[src/design/rx_framer_status_params.svh]
// Offsets, field positions, reset values and timing for the status bank
`ifndef RX_FRAMER_STATUS_PARAMS_SVH
`define RX_FRAMER_STATUS_PARAMS_SVH

// ----------------------------------------------------------------
// Register offsets
// ----------------------------------------------------------------
`define OFS_IRQ_INFO 8'h30
`define OFS_RT_ALARM_INFO 8'h31
`define OFS_E1_SYNC_INFO 8'h32
`define OFS_ALARM_STATUS 8'h33
`define OFS_ALARM_IRQ_EN 8'h34
`define OFS_DS1_EVENT 8'h35
`define OFS_MASTER_MODE 8'h3e
`define OFS_CONFIG_THREE 8'h3f

// ----------------------------------------------------------------
// Field positions
// ----------------------------------------------------------------
`define BIT_IRQ_INFO_ALARM 0
`define BIT_E1_MODE 0
`define BIT_CRC4_EN 0
`define BIT_FAS_SEARCH 2
`define BIT_CAS_SEARCH 1
`define BIT_CRC4_SEARCH 0
`define BIT_DENSITY_VIOL 7
`define BIT_ALIGN_CHANGED 5
`define ALARM_CLEARED_LSB 4
`define ALARM_SET_LSB 0

// ----------------------------------------------------------------
// Reset values
// ----------------------------------------------------------------
`define RST_BYTE 8'h00

// ----------------------------------------------------------------
// Timing and density figures
// ----------------------------------------------------------------
`define CLK_FREQ_KHZ 50000
`define CRC4_SEARCH_TIME_MS 8
`define MAX_ZERO_RUN 15
`define DENSITY_N_MAX 23
`define DENSITY_WIN_PER_N 8
`define SYNC_COUNT_WIDTH 6

`endif

[src/design/rx_framer_status_pkg.sv]
// Types shared by the receive framer status bank
package rx_framer_status_pkg;

  typedef logic [7:0] reg_byte_type;

  // Alarm indicator positions within a nibble
  typedef enum logic [1:0] {
    ALM_OUT_OF_FRAME,
    ALM_LOSS_OF_SIGNAL,
    ALM_ALARM_INDICATION,
    ALM_REMOTE_ALARM
  } alarm_idx_type;

endpackage

[src/design/bits_rx_framer_status_irq.sv]
// Receive framer status, latched alarm and interrupt register bank
`timescale 1ns/100ps
`default_nettype none
`include "rx_framer_status_params.svh"

module bits_rx_framer_status_irq
  import rx_framer_status_pkg::*;
#(
  parameter int SEARCH_CYCLES =
    `CRC4_SEARCH_TIME_MS * `CLK_FREQ_KHZ,
  parameter int DENSITY_N_MAX = `DENSITY_N_MAX,
  parameter int MAX_ZERO_RUN = `MAX_ZERO_RUN
) (
  input wire logic clk_sys,
  input wire logic arst_n,
  input wire logic [7:0] addr,
  input wire logic [7:0] wr_data,
  input wire logic wr_en,
  input wire logic rd_en,
  output logic [7:0] rd_data,
  input wire logic out_of_frame,
  input wire logic loss_of_signal,
  input wire logic alarm_indication,
  input wire logic remote_alarm,
  input wire logic frame_align_search_active,
  input wire logic signaling_mf_search_active,
  input wire logic crc4_mf_search_active,
  input wire logic crc4_mf_sync_achieved,
  input wire logic rx_bit,
  input wire logic rx_bit_valid,
  input wire logic resync_alignment_changed,
  output logic interrupt_request_out
);

  // ----------------------------------------------------------------
  // Parameter checks
  // ----------------------------------------------------------------
  localparam int TIMER_W = $clog2(SEARCH_CYCLES + 1);
  localparam int HIST_W = `DENSITY_WIN_PER_N * (DENSITY_N_MAX + 1);
  localparam int FILL_W = $clog2(HIST_W + 1);
  localparam int ONES_W = $clog2(HIST_W + 1);
  localparam int ZRUN_W = $clog2(MAX_ZERO_RUN + 2);

  generate
    if (SEARCH_CYCLES < 1) begin : g_bad_timer
      $error("SEARCH_CYCLES must be at least 1");
    end
    if (DENSITY_N_MAX < 1 || MAX_ZERO_RUN < 1) begin : g_bad_density
      $error("density figures must be at least 1");
    end
    if (`SYNC_COUNT_WIDTH != 6) begin : g_bad_count
      $error("sync-search view needs a six-bit counter");
    end
    if (`DENSITY_WIN_PER_N < 1) begin : g_bad_window
      $error("density window step must be at least 1");
    end
  endgenerate

  // ----------------------------------------------------------------
  // Register write decode
  // ----------------------------------------------------------------
  logic wr_status;
  logic wr_enable;
  logic wr_event;
  logic wr_mode;
  logic wr_config;

  assign wr_status = wr_en && (addr == `OFS_ALARM_STATUS);
  assign wr_enable = wr_en && (addr == `OFS_ALARM_IRQ_EN);
  assign wr_event = wr_en && (addr == `OFS_DS1_EVENT);
  assign wr_mode = wr_en && (addr == `OFS_MASTER_MODE);
  assign wr_config = wr_en && (addr == `OFS_CONFIG_THREE);

  // ----------------------------------------------------------------
  // Control registers
  // ----------------------------------------------------------------
  logic rx_e1_mode_select_r;
  logic rx_crc4_enable_r;
  reg_byte_type alarm_irq_en_r;

  always_ff @(posedge clk_sys or negedge arst_n) begin
    if (!arst_n) begin
      rx_e1_mode_select_r <= 1'b0;
    end else if (wr_mode) begin
      rx_e1_mode_select_r <= wr_data[`BIT_E1_MODE];
    end
  end

  always_ff @(posedge clk_sys or negedge arst_n) begin
    if (!arst_n) begin
      rx_crc4_enable_r <= 1'b0;
    end else if (wr_config) begin
      rx_crc4_enable_r <= wr_data[`BIT_CRC4_EN];
    end
  end

  always_ff @(posedge clk_sys or negedge arst_n) begin
    if (!arst_n) begin
      alarm_irq_en_r <= `RST_BYTE;
    end else if (wr_enable) begin
      alarm_irq_en_r <= wr_data;
    end
  end

  // ----------------------------------------------------------------
  // Real-time indicators and edge capture
  // ----------------------------------------------------------------
  logic [3:0] rt_now;
  logic [3:0] rt_prev_r;
  logic [3:0] rt_rise;
  logic [3:0] rt_fall;

  assign rt_now[ALM_OUT_OF_FRAME] = out_of_frame;
  assign rt_now[ALM_LOSS_OF_SIGNAL] = loss_of_signal;
  assign rt_now[ALM_ALARM_INDICATION] = alarm_indication;
  assign rt_now[ALM_REMOTE_ALARM] = remote_alarm;

  always_ff @(posedge clk_sys or negedge arst_n) begin
    if (!arst_n) begin
      rt_prev_r <= 4'h0;
    end else begin
      rt_prev_r <= rt_now;
    end
  end

  assign rt_rise = rt_now & ~rt_prev_r;
  assign rt_fall = ~rt_now & rt_prev_r;

  // ----------------------------------------------------------------
  // Latched alarm status
  // ----------------------------------------------------------------
  reg_byte_type alarm_status_r;
  reg_byte_type alarm_status_set;
  reg_byte_type alarm_status_clr;

  assign alarm_status_set = {rt_fall, rt_rise};
  assign alarm_status_clr = wr_status ? wr_data : `RST_BYTE;

  always_ff @(posedge clk_sys or negedge arst_n) begin
    if (!arst_n) begin
      alarm_status_r <= `RST_BYTE;
    end else begin
      alarm_status_r <= (alarm_status_r & ~alarm_status_clr)
        | alarm_status_set;
    end
  end

  // ----------------------------------------------------------------
  // Interrupt request, alarm register only
  // ----------------------------------------------------------------
  logic alarm_pending;

  assign alarm_pending = |(alarm_status_r & alarm_irq_en_r);

  always_ff @(posedge clk_sys or negedge arst_n) begin
    if (!arst_n) begin
      interrupt_request_out <= 1'b0;
    end else begin
      interrupt_request_out <= alarm_pending;
    end
  end

  // ----------------------------------------------------------------
  // CRC-4 multiframe search timer and sync-search counter
  // ----------------------------------------------------------------
  localparam logic [TIMER_W-1:0] TIMER_LAST =
    TIMER_W'(SEARCH_CYCLES - 1);

  logic [TIMER_W-1:0] search_timer_r;
  logic search_running;
  logic search_expired;
  logic [`SYNC_COUNT_WIDTH-1:0] crc4_search_counter_r;
  logic counter_clear;

  assign search_running = rx_e1_mode_select_r && rx_crc4_enable_r
    && crc4_mf_search_active && !crc4_mf_sync_achieved;
  assign search_expired = search_running
    && (search_timer_r == TIMER_LAST);
  assign counter_clear = crc4_mf_sync_achieved
    || !rx_crc4_enable_r
    || (wr_config && !wr_data[`BIT_CRC4_EN]);

  always_ff @(posedge clk_sys or negedge arst_n) begin
    if (!arst_n) begin
      search_timer_r <= '0;
    end else if (!search_running || search_expired) begin
      search_timer_r <= '0;
    end else begin
      search_timer_r <= search_timer_r + TIMER_W'(1);
    end
  end

  always_ff @(posedge clk_sys or negedge arst_n) begin
    if (!arst_n) begin
      crc4_search_counter_r <= '0;
    end else if (counter_clear) begin
      crc4_search_counter_r <= '0;
    end else if (search_expired) begin
      // Natural wrap of the six-bit count
      crc4_search_counter_r <= crc4_search_counter_r
        + `SYNC_COUNT_WIDTH'(1);
    end
  end

  // ----------------------------------------------------------------
  // Pulse density monitor
  // ----------------------------------------------------------------
  logic [HIST_W-1:0] hist_r;
  logic [FILL_W-1:0] fill_r;
  logic [FILL_W-1:0] fill_nxt;
  logic [ZRUN_W-1:0] zero_run_r;
  logic [ZRUN_W-1:0] zero_run_nxt;
  logic [DENSITY_N_MAX:1] window_viol;
  logic density_viol;

  assign fill_nxt = (fill_r == FILL_W'(HIST_W)) ? fill_r
    : fill_r + FILL_W'(1);
  assign zero_run_nxt = rx_bit ? '0
    : (zero_run_r == ZRUN_W'(MAX_ZERO_RUN + 1)) ? zero_run_r
    : zero_run_r + ZRUN_W'(1);

  always_ff @(posedge clk_sys or negedge arst_n) begin
    if (!arst_n) begin
      hist_r <= '0;
      fill_r <= '0;
      zero_run_r <= '0;
    end else if (rx_bit_valid) begin
      hist_r <= {hist_r[HIST_W-2:0], rx_bit};
      fill_r <= fill_nxt;
      zero_run_r <= zero_run_nxt;
    end
  end

  // One running ones count per window length
  genvar n;
  generate
    for (n = 1; n <= DENSITY_N_MAX; n++) begin : g_win
      localparam int WIN = `DENSITY_WIN_PER_N * (n + 1);
      logic [ONES_W-1:0] ones_r;
      logic [ONES_W-1:0] ones_nxt;

      assign ones_nxt = ones_r + ONES_W'(rx_bit)
        - ONES_W'(hist_r[WIN-1]);
      assign window_viol[n] = rx_bit_valid
        && (fill_nxt >= FILL_W'(WIN))
        && (ones_nxt < ONES_W'(n));

      always_ff @(posedge clk_sys or negedge arst_n) begin
        if (!arst_n) begin
          ones_r <= '0;
        end else if (rx_bit_valid) begin
          ones_r <= ones_nxt;
        end
      end
    end
  endgenerate

  assign density_viol = (|window_viol) || (rx_bit_valid
    && zero_run_nxt > ZRUN_W'(MAX_ZERO_RUN));

  // ----------------------------------------------------------------
  // DS1 latched events, never routed to the interrupt
  // ----------------------------------------------------------------
  logic rx_density_violation_r;
  logic alignment_changed_event_r;
  logic ds1_mode;
  logic event_clr_density;
  logic event_clr_align;

  assign ds1_mode = !rx_e1_mode_select_r;
  assign event_clr_density = wr_event && wr_data[`BIT_DENSITY_VIOL];
  assign event_clr_align = wr_event && wr_data[`BIT_ALIGN_CHANGED];

  always_ff @(posedge clk_sys or negedge arst_n) begin
    if (!arst_n) begin
      rx_density_violation_r <= 1'b0;
    end else if (ds1_mode && density_viol) begin
      rx_density_violation_r <= 1'b1;
    end else if (event_clr_density) begin
      rx_density_violation_r <= 1'b0;
    end
  end

  always_ff @(posedge clk_sys or negedge arst_n) begin
    if (!arst_n) begin
      alignment_changed_event_r <= 1'b0;
    end else if (ds1_mode && resync_alignment_changed) begin
      alignment_changed_event_r <= 1'b1;
    end else if (event_clr_align) begin
      alignment_changed_event_r <= 1'b0;
    end
  end

  // ----------------------------------------------------------------
  // Read data assembly
  // ----------------------------------------------------------------
  reg_byte_type e1_sync_view;
  reg_byte_type ds1_event_view;
  reg_byte_type rd_data_nxt;

  always_comb begin
    e1_sync_view = `RST_BYTE;
    if (rx_e1_mode_select_r) begin
      e1_sync_view[7:3] = {crc4_search_counter_r[5:2],
        crc4_search_counter_r[0]};
      e1_sync_view[`BIT_FAS_SEARCH] = frame_align_search_active;
      e1_sync_view[`BIT_CAS_SEARCH] = signaling_mf_search_active;
      e1_sync_view[`BIT_CRC4_SEARCH] = crc4_mf_search_active;
    end
  end

  always_comb begin
    ds1_event_view = `RST_BYTE;
    if (ds1_mode) begin
      ds1_event_view[`BIT_DENSITY_VIOL] = rx_density_violation_r;
      ds1_event_view[`BIT_ALIGN_CHANGED] = alignment_changed_event_r;
    end
  end

  always_comb begin
    rd_data_nxt = `RST_BYTE;
    if (rd_en) begin
      unique case (addr)
        `OFS_IRQ_INFO: rd_data_nxt[`BIT_IRQ_INFO_ALARM] =
          alarm_pending;
        `OFS_RT_ALARM_INFO: rd_data_nxt[3:0] = rt_prev_r;
        `OFS_E1_SYNC_INFO: rd_data_nxt = e1_sync_view;
        `OFS_ALARM_STATUS: rd_data_nxt = alarm_status_r;
        `OFS_ALARM_IRQ_EN: rd_data_nxt = alarm_irq_en_r;
        `OFS_DS1_EVENT: rd_data_nxt = ds1_event_view;
        `OFS_MASTER_MODE: rd_data_nxt[`BIT_E1_MODE] =
          rx_e1_mode_select_r;
        `OFS_CONFIG_THREE: rd_data_nxt[`BIT_CRC4_EN] =
          rx_crc4_enable_r;
        default: rd_data_nxt = `RST_BYTE;
      endcase
    end
  end

  always_ff @(posedge clk_sys or negedge arst_n) begin
    if (!arst_n) begin
      rd_data <= `RST_BYTE;
    end else begin
      rd_data <= rd_data_nxt;
    end
  end

endmodule

`default_nettype wire

[config.mk]
export PLATFORM = sky130hd
export DESIGN_NAME = bits_rx_framer_status_irq
export DESIGN_NICKNAME = d
export VERILOG_FILES = /design/src/design/rx_framer_status_pkg.sv /design/src/design/bits_rx_framer_status_irq.sv
export VERILOG_INCLUDE_DIRS = /design/src /design/src/design
export SDC_FILE = /design/constraint.sdc
export NUM_CORES = 1
export LEC_CHECK = 0
export ABC_AREA = 1
export BUFFER_PORTS_ARGS = -buffer_cell sky130_fd_sc_hd__buf_2
export CAP_MARGIN = 10
export CELL_PAD_IN_SITES_DETAIL_PLACEMENT = 2
export CELL_PAD_IN_SITES_GLOBAL_PLACEMENT = 2
export CORE_UTILIZATION = 41
export CTS_CLUSTER_DIAMETER = 120
export DETAILED_ROUTE_END_ITERATION = 10
export HOLD_SLACK_MARGIN = 0.12
export PLACE_DENSITY_LB_ADDON = 0.1
export RECOVER_POWER = 100
export SLEW_MARGIN = 20
export SYNTH_ARGS = -nofsm -noshare
export SYNTH_HDL_FRONTEND = slang
export SYNTH_SLANG_ARGS = --single-unit
[constraint.sdc]
create_clock -name clk_sys -period 5 [get_ports clk_sys]
set_clock_uncertainty 0.15 [all_clocks]
set_input_delay 1.5 -clock clk_sys [delete_from_list [all_inputs] [get_ports clk_sys]]
set_output_delay 1.5 -clock clk_sys [all_outputs]
set_load 0.01 [all_outputs]
==> flow_summary_export.csv <==
group,metric,value,unit
detailed_routing,firstDrtPassIters,5,
layout,stdcell_count,4473,
outcome,outcome,"finished, violations left",
synth,ys_seq_elements,447,
power,power.share.switching,0.4745,
clock_network,numCtsBuffers,53,
critical_path,crit_fanout,72,
power,comb_power_share,0.563,
clock_network,post_cts_buffers,0,
floorplanning,die_x,257.5,um
detailed_routing,wl,81.58,mm
timing,hold_viol_final,0,
synth,post-synth-top-count-cell,"nand2_1",
timing,slew-limit-headroom,-0.5129,
synth,yosysSeqAreaShare,0.4179,
detailed_routing,wl_met3,1.537,mm
clock_network,htree_levels,2,
critical_path,critPathRequiredTime,5.26,ns
floorplanning,ioPinCount,40,
synth,synth-main-ff-cell,"dfrtp_1",
detailed_routing,highest_layer,"met4",
floorplanning,core,64460,um2
power,p_clk_frac,0.187,
layout,finalNetCount,3821,
timing,setup_tns,0,ns
global_route,grt_pass1_wl,137.8,mm
detailed_routing,drcViolationCount,0,
synth,syn-cell-area,26760,um2
power,p_leak,15.47,nW
critical_path,worstSetupEndpointType,"flip-flop",
layout,drive_gt1_frac,0.04312,
synth,synth_nets,3787,
worst_hold_path,min-delay-path-class,"reg2reg",
clock_network,clockRootBuffer,"clkbuf_16",
synth,synth.distinct_cells,42,
clock_network,numClockSinks,447,
synth,synthTopCellsByCount,"nand2_1 (986), inv_1 (638), dfrtp_1 (447), o21ai_0 (391), nand3_1 (203)",
clock_network,clk_pin_slew,0.06,ns
placement,dp_hpwl,57.97,mm
clock_network,hold_buffers,0,
layout,insertedDiodeCount,0,
floorplanning,die-area,66300,um2
critical_path,startpoint_type,"input pin",
detailed_routing,routedWlPerCell,18.24,um
timing,tightest_slew,2.269,ns
clock_network,cts_resized,0,
synth,synthArstFlopShare,1.000,
detailed_routing,vias_per_cell,5.255,
timing,rsz0062_at_grt,"false",
clock_network,cts_tree,"done",
detailed_routing,wl_met1,35.57,mm
power,ir_drop,0.3751,mV
global_route,antenna_found_initial,0,
power,internal_power,11.57,mW
placement,postPlaceCellArea,28020,um2
detailed_routing,drt_iter0_drc,845,
timing,drv_slew,424,
clock_network,worstSkewPairLatency,0.63,ns
global_route,overflow,0,
critical_path,cp.arrival,4.51,ns
synth,yosys-top-cells-area,"dfrtp_1 (42%), nand2_1 (14%), inv_1 (8.9%)",
timing,clock.fmax,235.3,MHz
global_route,grtUsageTotal,0.2520,
job,max-cap-violations,8,
floorplanning,die_h,257.5,um
clock_network,cts_buffer_depth,3,
power,power.density,742.0,nW/um2
global_route,grt_pass1_vias,27040,
timing,finalCritPeriodShare,0.8498,
timing,layout_min_cycle_time,4.249,ns
detailed_routing,ant_nets,0,
floorplanning,row_count,93,
synth,synth-edff-count,0,
synth,yosysWarningCount,0,
layout,area_growth,10.91,%
floorplanning,start_util,0.4152,
synth,synth_area_per_cell,7.554,um2
layout,fin_area,29680,um2
synth,netlist.area_leader.share,0.4179,
placement,port_buffers,39,
placement,gp_congestion,0.8298,
power,p_switching,10.45,mW
power,seqPwrFrac,0.250,
synth,synthCells,3543,
placement,dp.cells,4377,
timing,setup_viol_count_final,0,
detailed_routing,vias,23510,
critical_path,critPathKind,"in2reg",
detailed_routing,met2_length,42.20,mm
synth,yosysTopAreaCell,"dfrtp_1",
global_route,grt_start_max_net_pins,95,
outcome,violations,"capacitance limit, slew limit",
timing,holdWs,0.3311,ns
[routing by layer]
metal  vias up  GRT usage
met1     11870     0.3052
met3       146    0.02669
met5         -          0
met4         0    0.07939
li1      11310          -
met2       183     0.4643
[flip-flops by register name (all words and copies together), names as in the netlist, 4 cells and up]
register and cells:
hist_r 192, g_win.ones_r 184, search_timer_r 19, alarm_irq_en_r 8, alarm_status_r 8, fill_r 8, rd_data 8, crc4_search_counter_r 6
zero_run_r 5, rt_prev_r 4
[power groups by stage]
stage	Clock, mW	Combinational [mW]	Sequential (mW)
2_1_floorplan	0	9.00	5.27
3_3_place_gp	0	11.1	5.46
3_5_place_dp	0	12.2	5.54
4_1_cts	4.22	12.6	5.51
5_1_grt	4.35	14.2	5.63
6_report	4.12	12.4	5.50
[cells by family (layout without fill, tap and decap cells)]
kind of cell,after synthesis,count (layout),share of synthesized area
and+or+nand+nor,1502,1502,0.2368
buffers and inverters,737,812,0.1040
AOI/OAI and AO/OA,583,583,0.1153
DFF,447,447,0.4179
adders and majority gates,213,213,0.1060
xor gates and xnor gates,61,61,0.01996
[worst max-delay path, stage by stage]
cell	delay (ns)
buf_8	0.28
buf_12	0.36
clkbuf_1	1.56
nand2_1	0.48
nand2_1	0.19
a31oi_1	0.06
[final timing paths]
check	startpoint	endpoint	slack, ns	depth (start not counted)
setup / recovery	rx_bit_valid	zero_run_r[0]$_DFFE_PN0P_	0.75	6
hold / removal	hist_r[118]$_DFFE_PN0P_	hist_r[119]$_DFFE_PN0P_	0.33	2
setup reg to reg	hist_r[111]$_DFFE_PN0P_	rx_density_violation_r$_DFFE_PN0P_	1.74	18
hold reg to reg	hist_r[118]$_DFFE_PN0P_	hist_r[119]$_DFFE_PN0P_	0.33	2
max in group asynchronous	arst_n	alarm_status_r[3]$_DFF_PN0_	0.99	2
min in group asynchronous	arst_n	g_win[14].ones_r[3]$_DFFE_PN0P_	1.40	1
[metrics by stage]
stage               setup slack [ns]  power (mW)    util
global placement              0.4544       16.57  0.4346
CTS                            1.013       22.33  0.4630
detailed placement            0.4683       17.72  0.4346
global route                  0.5038       24.19  0.4605
finish                        0.7510       22.02  0.4605
floorplan                      1.694       14.26       -
[cells in the final DEF (no fill, tap or decap), types with 12 or more instances in the layout]
cell type | netlist | final
nand2_1 | 986 | 986
inv_1 | 638 | 638
dfrtp_1 | 447 | 447
o21ai_0 | 391 | 392
nand3_1 | 203 | 205
ha_1 | 190 | 190
nor2_1 | 157 | 159
a21oi_1 | 112 | 112
nand4_1 | 73 | 73
clkbuf_16 | 0 | 54
clkbuf_1 | 79 | 47
xor2_1 | 33 | 33
nand3b_1 | 30 | 30
o21a_1 | 28 | 28
xnor2_1 | 28 | 28
a31oi_1 | 25 | 25
fa_1 | 23 | 23
buf_2 | 4 | 22
nor3_1 | 12 | 13
or2_2 | 13 | 13
clkinv_2 | 0 | 12
[area by class of cell]
class / instances / area [um2]
Fill cell: 7500 / 34780
Multi-Input combinational cell: 2359 / 12770
Sequential cell: 447 / 11190
Inverter: 646 / 2432
Clock buffer: 75 / 1520
Tap cell: 855 / 1070
Timing Repair Buffer: 70 / 396.6
Clock inverter: 21 / 306.5
Note: power is estimated with default switching activity, not from simulation.
